<file path="config.mk">
export PLATFORM = sky130hd
export DESIGN_NAME = ifs_fifo_status_flush_ctrl
export DESIGN_NICKNAME = d
export VERILOG_FILES = /design/src/design/ifs_pkg.sv /design/src/design/ifs_fifo_status_flush_ctrl.sv /design/src/design/ifs_byte_fifo.sv
export SDC_FILE = /design/constraint.sdc
export NUM_CORES = 1
export LEC_CHECK = 0
export ABC_AREA = 1
export BUFFER_PORTS_ARGS = -buffer_cell sky130_fd_sc_hd__buf_2
export CAP_MARGIN = 20
export CORE_MARGIN = 1
export CORE_UTILIZATION = 40
export CTS_BUF_LIST = sky130_fd_sc_hd__clkbuf_8
export DETAILED_ROUTE_END_ITERATION = 8
export GPL_TIMING_DRIVEN = 0
export PLACE_DENSITY = 0.7
export SLEW_MARGIN = 20
export SYNTH_ARGS = -nofsm -noshare
export SYNTH_HDL_FRONTEND = slang
export SYNTH_SLANG_ARGS = --single-unit
</file>
<file path="constraint.sdc">
create_clock -name clk_sys_i -period 1.8 [get_ports clk_sys_i]
set_input_delay 0.18 -clock clk_sys_i [delete_from_list [all_inputs] [get_ports clk_sys_i]]
set_output_delay 0.18 -clock clk_sys_i [all_outputs]
set_load 0.005 [all_outputs]
</file>
<file path="src/design/ifs_pkg.sv">
// Shared constants for the FIFO status, flush and shared reset block.
// Assumes a 32-bit classic Wishbone register bus that carries full addresses.
package ifs_pkg;

    localparam int IFS_ADR_W = 32;
    localparam int IFS_DAT_W = 32;
    localparam int IFS_SEL_W = 4;

    // Register byte addresses.
    localparam logic [31:0] IFS_ADR_FIFO_STATUS = 32'h4000304c;
    localparam logic [31:0] IFS_ADR_SHARED_CONTROL = 32'h40003050;
    localparam logic [31:0] IFS_ADR_AUTO_STRETCH = 32'h40003058;

    // Register reset values.
    localparam logic [15:0] IFS_RST_FIFO_STATUS = 16'h0000;
    localparam logic [15:0] IFS_RST_SHARED_CONTROL = 16'h0000;
    localparam logic [15:0] IFS_RST_AUTO_STRETCH = 16'h0000;

    // Field positions in the FIFO status register.
    localparam int IFS_BIT_MASTER_TX_FLUSH = 9;
    localparam int IFS_BIT_SLAVE_TX_FLUSH = 8;
    localparam int IFS_LSB_MASTER_RX_LEVEL = 6;
    localparam int IFS_LSB_MASTER_TX_LEVEL = 4;
    localparam int IFS_LSB_SLAVE_RX_LEVEL = 2;
    localparam int IFS_LSB_SLAVE_TX_LEVEL = 0;
    localparam int IFS_LEVEL_W = 2;

    // Field position in the shared control register.
    localparam int IFS_BIT_SHARED_RESET = 0;

    // Byte lanes that hold those fields.
    localparam int IFS_LANE_FLUSH = 1;
    localparam int IFS_LANE_SHARED_RESET = 0;

    // FIFO geometry and indices into the FIFO port groups.
    localparam int IFS_NUM_FIFOS = 4;
    localparam int IFS_FIFO_DEPTH = 2;
    localparam int IFS_BYTE_W = 8;
    localparam int IFS_FIFO_MTX = 0;
    localparam int IFS_FIFO_MRX = 1;
    localparam int IFS_FIFO_STX = 2;
    localparam int IFS_FIFO_SRX = 3;

    // Line-synchroniser length.
    localparam int IFS_SYNC_STAGES = 3;

    typedef enum logic {
        IFS_LINE_IDLE,
        IFS_LINE_BUSY
    } ifs_line_state_t;

endpackage

</file>
<file path="src/design/ifs_fifo_status_flush_ctrl.sv">
// Two-wire controller FIFO status, transmit flush and shared line reset.
// Holds the four two-byte FIFOs, a start/stop detector with the bus busy
// flag, and the Wishbone slave that exposes them to software.
// Assumes a classic Wishbone master on clk_sys_i and the serial lines
// arriving asynchronously from the pads.
`timescale 1ns/1ps
module ifs_fifo_status_flush_ctrl
    import ifs_pkg::*;
#(
    parameter int FIFO_DEPTH = IFS_FIFO_DEPTH,
    parameter int BYTE_W = IFS_BYTE_W
) (
    input wire logic clk_sys_i,
    input wire logic rst_n_i,
    // Classic Wishbone slave.
    input wire logic wb_cyc_i,
    input wire logic wb_stb_i,
    input wire logic wb_we_i,
    input wire logic [IFS_ADR_W-1:0] wb_adr_i,
    input wire logic [IFS_SEL_W-1:0] wb_sel_i,
    input wire logic [IFS_DAT_W-1:0] wb_dat_i,
    output logic [IFS_DAT_W-1:0] wb_dat_o,
    output logic wb_ack_o,
    // Master transmit FIFO.
    input wire logic mtx_push_i,
    input wire logic [BYTE_W-1:0] mtx_push_data_i,
    output logic mtx_push_ready_o,
    input wire logic mtx_pop_i,
    output logic [BYTE_W-1:0] mtx_pop_data_o,
    output logic mtx_pop_valid_o,
    // Master receive FIFO.
    input wire logic mrx_push_i,
    input wire logic [BYTE_W-1:0] mrx_push_data_i,
    output logic mrx_push_ready_o,
    input wire logic mrx_pop_i,
    output logic [BYTE_W-1:0] mrx_pop_data_o,
    output logic mrx_pop_valid_o,
    // Slave transmit FIFO.
    input wire logic stx_push_i,
    input wire logic [BYTE_W-1:0] stx_push_data_i,
    output logic stx_push_ready_o,
    input wire logic stx_pop_i,
    output logic [BYTE_W-1:0] stx_pop_data_o,
    output logic stx_pop_valid_o,
    // Slave receive FIFO.
    input wire logic srx_push_i,
    input wire logic [BYTE_W-1:0] srx_push_data_i,
    output logic srx_push_ready_o,
    input wire logic srx_pop_i,
    output logic [BYTE_W-1:0] srx_pop_data_o,
    output logic srx_pop_valid_o,
    // Serial line levels seen at the pads.
    input wire logic scl_i,
    input wire logic sda_i,
    // Line condition outputs for the master and slave engines.
    output logic start_det_o,
    output logic stop_det_o,
    output logic bus_busy_flag_o,
    output logic slave_tx_empty_flag_o,
    output logic detector_reset_o
);

    localparam int CNT_W = $clog2(FIFO_DEPTH + 1);

    // Packed per-FIFO groups so one generate loop serves all four.
    logic [IFS_NUM_FIFOS-1:0] push;
    logic [IFS_NUM_FIFOS-1:0] pop;
    logic [IFS_NUM_FIFOS-1:0] flush;
    logic [IFS_NUM_FIFOS-1:0] push_ready;
    logic [IFS_NUM_FIFOS-1:0] pop_valid;
    logic [BYTE_W-1:0] push_data [IFS_NUM_FIFOS];
    logic [BYTE_W-1:0] pop_data [IFS_NUM_FIFOS];
    logic [CNT_W-1:0] count [IFS_NUM_FIFOS];
    logic [IFS_LEVEL_W-1:0] level [IFS_NUM_FIFOS];

    logic master_tx_flush;
    logic slave_tx_flush;
    logic shared_reset;

    logic bus_hit;
    logic wr_strobe;
    logic hit_status;
    logic hit_shared;
    logic hit_stretch;
    logic [15:0] status_word;
    logic [IFS_DAT_W-1:0] next_rdata;

    logic [IFS_SYNC_STAGES-1:0] scl_sync;
    logic [IFS_SYNC_STAGES-1:0] sda_sync;
    logic scl_level;
    logic sda_level;
    logic sda_prev;
    logic scl_prev;
    logic det_armed;
    logic start_seen;
    logic stop_seen;
    ifs_line_state_t line_state;

    // ---------------------------------------------------------------
    // FIFO port mapping.
    // ---------------------------------------------------------------
    assign push[IFS_FIFO_MTX] = mtx_push_i;
    assign push[IFS_FIFO_MRX] = mrx_push_i;
    assign push[IFS_FIFO_STX] = stx_push_i;
    assign push[IFS_FIFO_SRX] = srx_push_i;
    assign pop[IFS_FIFO_MTX] = mtx_pop_i;
    assign pop[IFS_FIFO_MRX] = mrx_pop_i;
    assign pop[IFS_FIFO_STX] = stx_pop_i;
    assign pop[IFS_FIFO_SRX] = srx_pop_i;
    assign push_data[IFS_FIFO_MTX] = mtx_push_data_i;
    assign push_data[IFS_FIFO_MRX] = mrx_push_data_i;
    assign push_data[IFS_FIFO_STX] = stx_push_data_i;
    assign push_data[IFS_FIFO_SRX] = srx_push_data_i;

    // Only the two transmit FIFOs can be flushed from software.
    assign flush[IFS_FIFO_MTX] = master_tx_flush;
    assign flush[IFS_FIFO_STX] = slave_tx_flush;
    assign flush[IFS_FIFO_MRX] = 1'b0;
    assign flush[IFS_FIFO_SRX] = 1'b0;

    genvar g;
    generate
        for (g = 0; g < IFS_NUM_FIFOS; g++) begin : g_fifo
            ifs_byte_fifo #(
                .WIDTH(BYTE_W),
                .DEPTH(FIFO_DEPTH),
                .CNT_W(CNT_W)
            ) u_fifo (
                .clk_sys_i(clk_sys_i),
                .rst_n_i(rst_n_i),
                .flush_i(flush[g]),
                .push_i(push[g]),
                .push_data_i(push_data[g]),
                .push_ready_o(push_ready[g]),
                .pop_i(pop[g]),
                .pop_data_o(pop_data[g]),
                .pop_valid_o(pop_valid[g]),
                .count_o(count[g])
            );
            // The count never passes the depth, so code three cannot appear.
            assign level[g] = IFS_LEVEL_W'(count[g]);
        end
    endgenerate

    assign mtx_push_ready_o = push_ready[IFS_FIFO_MTX];
    assign mrx_push_ready_o = push_ready[IFS_FIFO_MRX];
    assign stx_push_ready_o = push_ready[IFS_FIFO_STX];
    assign srx_push_ready_o = push_ready[IFS_FIFO_SRX];
    assign mtx_pop_valid_o = pop_valid[IFS_FIFO_MTX];
    assign mrx_pop_valid_o = pop_valid[IFS_FIFO_MRX];
    assign stx_pop_valid_o = pop_valid[IFS_FIFO_STX];
    assign srx_pop_valid_o = pop_valid[IFS_FIFO_SRX];
    assign mtx_pop_data_o = pop_data[IFS_FIFO_MTX];
    assign mrx_pop_data_o = pop_data[IFS_FIFO_MRX];
    assign stx_pop_data_o = pop_data[IFS_FIFO_STX];
    assign srx_pop_data_o = pop_data[IFS_FIFO_SRX];

    // Taken straight from the count so a flush shows on the very next cycle.
    assign slave_tx_empty_flag_o = (count[IFS_FIFO_STX] == '0);

    // ---------------------------------------------------------------
    // Wishbone slave: ack one cycle after the request, for any address.
    // ---------------------------------------------------------------
    assign bus_hit = wb_cyc_i && wb_stb_i;
    assign wr_strobe = bus_hit && wb_we_i && wb_ack_o;
    assign hit_status = (wb_adr_i == IFS_ADR_FIFO_STATUS);
    assign hit_shared = (wb_adr_i == IFS_ADR_SHARED_CONTROL);
    assign hit_stretch = (wb_adr_i == IFS_ADR_AUTO_STRETCH);

    always_ff @(posedge clk_sys_i or negedge rst_n_i) begin
        if (!rst_n_i) begin
            wb_ack_o <= 1'b0;
        end else begin
            wb_ack_o <= bus_hit && !wb_ack_o;
        end
    end

    // Flush bits sit in the status word but always read back as zero.
    always_comb begin
        status_word = IFS_RST_FIFO_STATUS;
        status_word[IFS_BIT_MASTER_TX_FLUSH] = 1'b0;
        status_word[IFS_BIT_SLAVE_TX_FLUSH] = 1'b0;
        status_word[IFS_LSB_MASTER_RX_LEVEL +: IFS_LEVEL_W] =
            level[IFS_FIFO_MRX];
        status_word[IFS_LSB_MASTER_TX_LEVEL +: IFS_LEVEL_W] =
            level[IFS_FIFO_MTX];
        status_word[IFS_LSB_SLAVE_RX_LEVEL +: IFS_LEVEL_W] =
            level[IFS_FIFO_SRX];
        status_word[IFS_LSB_SLAVE_TX_LEVEL +: IFS_LEVEL_W] =
            level[IFS_FIFO_STX];
    end

    always_comb begin
        next_rdata = '0;
        if (hit_status) begin
            next_rdata = {16'h0000, status_word};
        end else if (hit_shared) begin
            // The reset bit is a pulse, so the word always reads as zero.
            next_rdata = {16'h0000, IFS_RST_SHARED_CONTROL};
        end else if (hit_stretch) begin
            // Stretch control lives elsewhere; only the zero word answers.
            next_rdata = {16'h0000, IFS_RST_AUTO_STRETCH};
        end
    end

    // Read data is captured with the ack so it is stable for the master.
    always_ff @(posedge clk_sys_i or negedge rst_n_i) begin
        if (!rst_n_i) begin
            wb_dat_o <= '0;
        end else if (bus_hit && !wb_ack_o && !wb_we_i) begin
            wb_dat_o <= next_rdata;
        end else if (!bus_hit) begin
            wb_dat_o <= '0;
        end
    end

    // Write-one pulses last exactly one cycle; a zero leaves state alone.
    always_ff @(posedge clk_sys_i or negedge rst_n_i) begin
        if (!rst_n_i) begin
            master_tx_flush <= 1'b0;
            slave_tx_flush <= 1'b0;
        end else begin
            master_tx_flush <= wr_strobe && hit_status
                && wb_sel_i[IFS_LANE_FLUSH]
                && wb_dat_i[IFS_BIT_MASTER_TX_FLUSH];
            slave_tx_flush <= wr_strobe && hit_status
                && wb_sel_i[IFS_LANE_FLUSH]
                && wb_dat_i[IFS_BIT_SLAVE_TX_FLUSH];
        end
    end

    always_ff @(posedge clk_sys_i or negedge rst_n_i) begin
        if (!rst_n_i) begin
            shared_reset <= 1'b0;
        end else begin
            shared_reset <= wr_strobe && hit_shared
                && wb_sel_i[IFS_LANE_SHARED_RESET]
                && wb_dat_i[IFS_BIT_SHARED_RESET];
        end
    end

    assign detector_reset_o = shared_reset;

    // ---------------------------------------------------------------
    // Line synchronisers: a level counts once stages two and three agree.
    // ---------------------------------------------------------------
    always_ff @(posedge clk_sys_i or negedge rst_n_i) begin
        if (!rst_n_i) begin
            scl_sync <= '1;
            sda_sync <= '1;
        end else begin
            scl_sync <= {scl_sync[IFS_SYNC_STAGES-2:0], scl_i};
            sda_sync <= {sda_sync[IFS_SYNC_STAGES-2:0], sda_i};
        end
    end

    // Disagreement between the last two stages holds the previous level,
    // which filters single-cycle glitches at the cost of one cycle of lag.
    always_ff @(posedge clk_sys_i or negedge rst_n_i) begin
        if (!rst_n_i) begin
            scl_level <= 1'b1;
            sda_level <= 1'b1;
        end else begin
            if (scl_sync[1] == scl_sync[2]) begin
                scl_level <= scl_sync[2];
            end
            if (sda_sync[1] == sda_sync[2]) begin
                sda_level <= sda_sync[2];
            end
        end
    end

    // ---------------------------------------------------------------
    // Start and stop detection.
    // ---------------------------------------------------------------
    // A shared reset clears the edge history and disarms detection until
    // both lines have been seen high, so a reset taken mid-frame cannot
    // report a false condition from stale history.
    always_ff @(posedge clk_sys_i or negedge rst_n_i) begin
        if (!rst_n_i) begin
            scl_prev <= 1'b1;
            sda_prev <= 1'b1;
            det_armed <= 1'b0;
        end else if (shared_reset) begin
            scl_prev <= 1'b1;
            sda_prev <= 1'b1;
            det_armed <= 1'b0;
        end else begin
            scl_prev <= scl_level;
            sda_prev <= sda_level;
            if (scl_level && sda_level) begin
                det_armed <= 1'b1;
            end
        end
    end

    assign start_seen = det_armed && !shared_reset && scl_level && scl_prev
        && sda_prev && !sda_level;
    assign stop_seen = det_armed && !shared_reset && scl_level && scl_prev
        && !sda_prev && sda_level;

    always_ff @(posedge clk_sys_i or negedge rst_n_i) begin
        if (!rst_n_i) begin
            start_det_o <= 1'b0;
            stop_det_o <= 1'b0;
        end else begin
            start_det_o <= start_seen;
            stop_det_o <= stop_seen;
        end
    end

    always_ff @(posedge clk_sys_i or negedge rst_n_i) begin
        if (!rst_n_i) begin
            line_state <= IFS_LINE_IDLE;
        end else begin
            case (line_state)
                IFS_LINE_IDLE: begin
                    if (start_seen) begin
                        line_state <= IFS_LINE_BUSY;
                    end
                end
                IFS_LINE_BUSY: begin
                    if (shared_reset || stop_seen) begin
                        line_state <= IFS_LINE_IDLE;
                    end
                end
                default: begin
                    line_state <= IFS_LINE_IDLE;
                end
            endcase
        end
    end

    assign bus_busy_flag_o = (line_state == IFS_LINE_BUSY);

endmodule

</file>
<file path="src/design/ifs_byte_fifo.sv">
// Small byte FIFO with a count output and a synchronous flush.
// Assumes the writer and reader share clk_sys_i with the rest of the block.
`timescale 1ns/1ps
module ifs_byte_fifo #(
    parameter int WIDTH = 8,
    parameter int DEPTH = 2,
    parameter int CNT_W = 2
) (
    input wire logic clk_sys_i,
    input wire logic rst_n_i,
    input wire logic flush_i,
    input wire logic push_i,
    input wire logic [WIDTH-1:0] push_data_i,
    output logic push_ready_o,
    input wire logic pop_i,
    output logic [WIDTH-1:0] pop_data_o,
    output logic pop_valid_o,
    output logic [CNT_W-1:0] count_o
);

    localparam int PTR_W = (DEPTH > 1) ? $clog2(DEPTH) : 1;
    localparam logic [CNT_W-1:0] CNT_FULL = CNT_W'(DEPTH);
    localparam logic [PTR_W-1:0] PTR_LAST = PTR_W'(DEPTH - 1);

    logic [WIDTH-1:0] mem [DEPTH];
    logic [PTR_W-1:0] wr_ptr;
    logic [PTR_W-1:0] rd_ptr;
    logic do_push;
    logic do_pop;

    assign push_ready_o = (count_o != CNT_FULL) || flush_i;
    assign pop_valid_o = (count_o != '0);
    // A flush drops stored bytes, but a byte pushed in the same cycle is kept.
    assign do_push = push_i && push_ready_o;
    assign do_pop = pop_i && pop_valid_o && !flush_i;
    assign pop_data_o = mem[rd_ptr];

    always_ff @(posedge clk_sys_i or negedge rst_n_i) begin
        if (!rst_n_i) begin
            for (int i = 0; i < DEPTH; i++) begin
                mem[i] <= '0;
            end
        end else if (do_push) begin
            mem[flush_i ? rd_ptr : wr_ptr] <= push_data_i;
        end
    end

    always_ff @(posedge clk_sys_i or negedge rst_n_i) begin
        if (!rst_n_i) begin
            wr_ptr <= '0;
            rd_ptr <= '0;
            count_o <= '0;
        end else if (flush_i) begin
            wr_ptr <= do_push ? ((rd_ptr == PTR_LAST) ? '0 : rd_ptr + 1'b1)
                              : rd_ptr;
            count_o <= do_push ? CNT_W'(1) : '0;
        end else begin
            if (do_push) begin
                wr_ptr <= (wr_ptr == PTR_LAST) ? '0 : wr_ptr + 1'b1;
            end
            if (do_pop) begin
                rd_ptr <= (rd_ptr == PTR_LAST) ? '0 : rd_ptr + 1'b1;
            end
            if (do_push && !do_pop) begin
                count_o <= count_o + 1'b1;
            end else if (do_pop && !do_push) begin
                count_o <= count_o - 1'b1;
            end
        end
    end

endmodule

</file>
==> metrics.md <==
| Metric | Value |
|---|---|
| Status | complete, no violations |
| WS Path Type | reg2out |
| Routability cong. | about 0.79 |
| Worst-path fanout max | 9 |
| Final setup violation count | 0 |
| Full die area | approximately 0.013 mm² |
| Initial antenna violation count | 0 |
| Clock Tree Root | clkbuf_8 |
| Die Wd | about 120 µm |
| Antenna viol nets, final | 0 |
| Sequential element share of the synthesized area | 0.517 |
| Iter 0 DRT Violations | roughly 260 |
| Commonest non-fill, non-tap cell in the layout | nand2_1 |
| Total grt overflow | 0 |
| CTS Buffer Depth | 2 |
| Fin nets | about 900 |
| Commonest cells after routing, fill and taps aside | nand2_1 (224), buf_2 (140), dfrtp_1 (96) |
| IO Pins | 193 |
| H-tree Lvls | 3 |
| Clock skew | around 11 ps |
| Core area | 0.0126 mm² |
| Mapped Avg Cell Area | 8.17 µm² |
| Final wirelength | 10.9 mm |
| CTS tree | built |
| MaxCap Viol Count | 0 |
| Max VDD drop | 537 µV |
| RSZ-0062 raised after global routing | false |
| Worst endpoint required time | roughly 1600 ps |
| Worst Path Arrival | 1460 ps |
| Synth Cell Area | around 0.0052 mm² |
| WL/cell | 11.1 µm |
| Crit. Startpoint | g_fifo[3].u_fifo.rd_ptr |
| Cells on Worst Hold Path | 3 |
| P per Cell Area | 1400 mW/mm² |
| Worst Max-Slew Pin Slew | approximately 700 ps |
| Seq cells post-synth | ~110 |
| Yosys Warn Count | 0 |
| WHS | 59.4 ps |
| Worst reg2reg path startpoint | g_fifo[3].u_fifo.count_o[0] |
| Layout cells sized above 1 | 0.290 |
| Clk Latency, worst-skew pair | around 360 ps |
| Cts bufs inserted | 9 |
| Largest net degree at the start of global routing | 62 |
| Worst reg2reg path depth | 8 |
| Worst Hold Class | in2reg |
| Syn Inst Count | between 600 and 700 |
| Chip Height | approximately 120 µm |
| Fin crit share | 0.910 |
| First-pass GRT wire length | ~18 mm |
| Detailed-route via count | around 4.3k |
| Port bufs | between 100 and 150 |
| Worst Setup End Kind | output pin |
| Number of global-route vias before repair | ~3.9k |
| Initial Util | 0.410 |
| DRC | 0 |
| Fmax achieved | between 0.6 and 0.7 GHz |
| Final TNS setup | 0 ps |
| Clk sinks | roughly 110 |
| Rows | just over 40 |
| Dpl hpwl | around 8 mm |
| First-pass iteration count of the detailed router | 4 |
| Worst relative slew slack | 0.539 |
| Diode count | 0 |
| CP Launch Type | register |
| Pins Over Slew Limit | 0 |
| Min-Delay Startpoint | mtx_push_data_i[5] |
| Unique masters post-synth | 32 |
| Leakage power total | 3.64 nW |
| R2R setup slack | ~270 ps |
| Final-report hold violation count | 0 |
| Min Tclk post-route | roughly 1600 ps |
| Tot GR Track Use | 0.172 |
| Worst-path clk slew | around 100 ps |
| Via density per instance | between 4 and 5 |
| Synthesis-to-layout area growth | 24.2% |
-- report_power, final --
group	total, mW	internal (mW)	switching (mW)
clock network	1.41	0.623	0.785
registers	3.86	3.29	0.567
logic	3.73	1.63	2.09
-- cells in the mapped netlist --
cell type | number | share of area
nand2_1 | 224 | 0.16
dfrtp_1 | 96 | 0.47
inv_1 | 64 | 0.047
nor2_1 | 59 | 0.043
o21ai_0 | 50 | 0.049
buf_4 | 26 | 0.038
o21ai_2 | 18 | 0.031
nand3_1 | 13 | 0.013
dfstp_2 | 10 | 0.051
nand2_2 | 8 | 0.0097
nand4_1 | 8 | 0.0097
xor2_1 | 8 | 0.014
buf_6 | 6 | 0.013
a21oi_1 | 5 | 0.0049
buf_2 | 4 | 0.0039
or2_1 | 4 | 0.0049
inv_2 | 3 | 0.0022
nor2_2 | 3 | 0.0036
a21boi_0 | 2 | 0.0029
clkbuf_1 | 2 | 0.0015
clkinv_1 | 2 | 0.0015
ha_1 | 2 | 0.0049
inv_4 | 2 | 0.0024
maj3_1 | 2 | 0.0039
nor3_1 | 2 | 0.0019
xnor2_1 | 2 | 0.0034
a21o_1 | 1 | 0.0015
and3b_1 | 1 | 0.0017
buf_12 | 1 | 0.0039
buf_8 | 1 | 0.0029
conb_1 | 1 | 0.00073
nand2_4 | 1 | 0.0022
-- final cells by class --
| type | count | area, µm² |
|---|---|---|
| tap | 172 | 215 |
| inverter | 71 | 274 |
| fill | 1216 | 6170 |
| clock buffer | 9 | 124 |
| clock inverter | 7 | 57.6 |
| buffer | 38 | 318 |
| multi-input combinational | 437 | 1980 |
| sequential | 106 | 2670 |
| timing repair buffer | 143 | 769 |
-- sequential cells by signal, indices dropped and copies added, names as in the netlist --
signal,flops
g_fifo.u_fifo.wr_ptr,4
scl_level,1
detector_reset_o,1
start_det_o,1
bus_busy_flag_o,1
sda_prev,1
wb_ack_o,1
master_tx_flush,1
scl_sync,3
sda_sync,3
wb_dat_o,8
scl_prev,1
stop_det_o,1
sda_level,1
g_fifo.u_fifo.rd_ptr,4
g_fifo.u_fifo.count_o,8
det_armed,1
g_fifo.u_fifo.mem,64
slave_tx_flush,1
-- worst max-delay path: stages (launching register included) --
cell and delay (ps):
dfrtp_1 550, clkinv_2 250, nand2_1 110, nand2_1 60
buf_2 130
-- cell families after synthesis --
family	count (synthesis)	synth area share
buf+inv	111	0.116
xor+xnor	10	0.0170
fa+ha+maj	4	0.00874
compound gates	76	0.0883
other cells	1	0.000727
flops	106	0.517
simple gates	323	0.252
-- per-stage QoR --
step           cell area [µm²]  setup WS [ps]  total power [mW]  utilization  std cells
6_report                  6400            163              8.99        0.509        983
5_1_grt                   6400           68.6              9.84        0.509        983
4_1_cts                   6400            134              9.09        0.509        983
3_5_place_dp              6180            217              7.66        0.491        964
3_3_place_gp              6140           -667              7.57        0.489        963
2_1_floorplan             5240            398              6.31            -        654
-- repair_timing --
action | 4_1_cts | 5_1_grt
buffers inserted | 0 | 0
resized for setup | 2 | 0
setup endpoints to repair | 16 | 0
hold endpoints to repair | 39 | 0
hold buffers | 5 | 0
-- final timing paths --
check / to
worst min-delay path: g_fifo[0].u_fifo.mem[13]
min in group asynchronous: g_fifo[3].u_fifo.mem[8]
worst max-delay path: srx_pop_data_o[4]
max in group asynchronous: g_fifo[0].u_fifo.mem[9]
worst min register to register: sda_sync[1]
worst max register to register: g_fifo[3].u_fifo.count_o[1]
-- routing by layer --
| metal | global-route usage | part of all wire |
|---|---|---|
| met1 | 0.228 | 0.47 |
| met2 | 0.281 | 0.46 |
| met3 | 0.0251 | 0.047 |
| met4 | 0.0753 | 0.022 |
| met5 | 0 | 0 |
(Power assumes the default switching activity.)
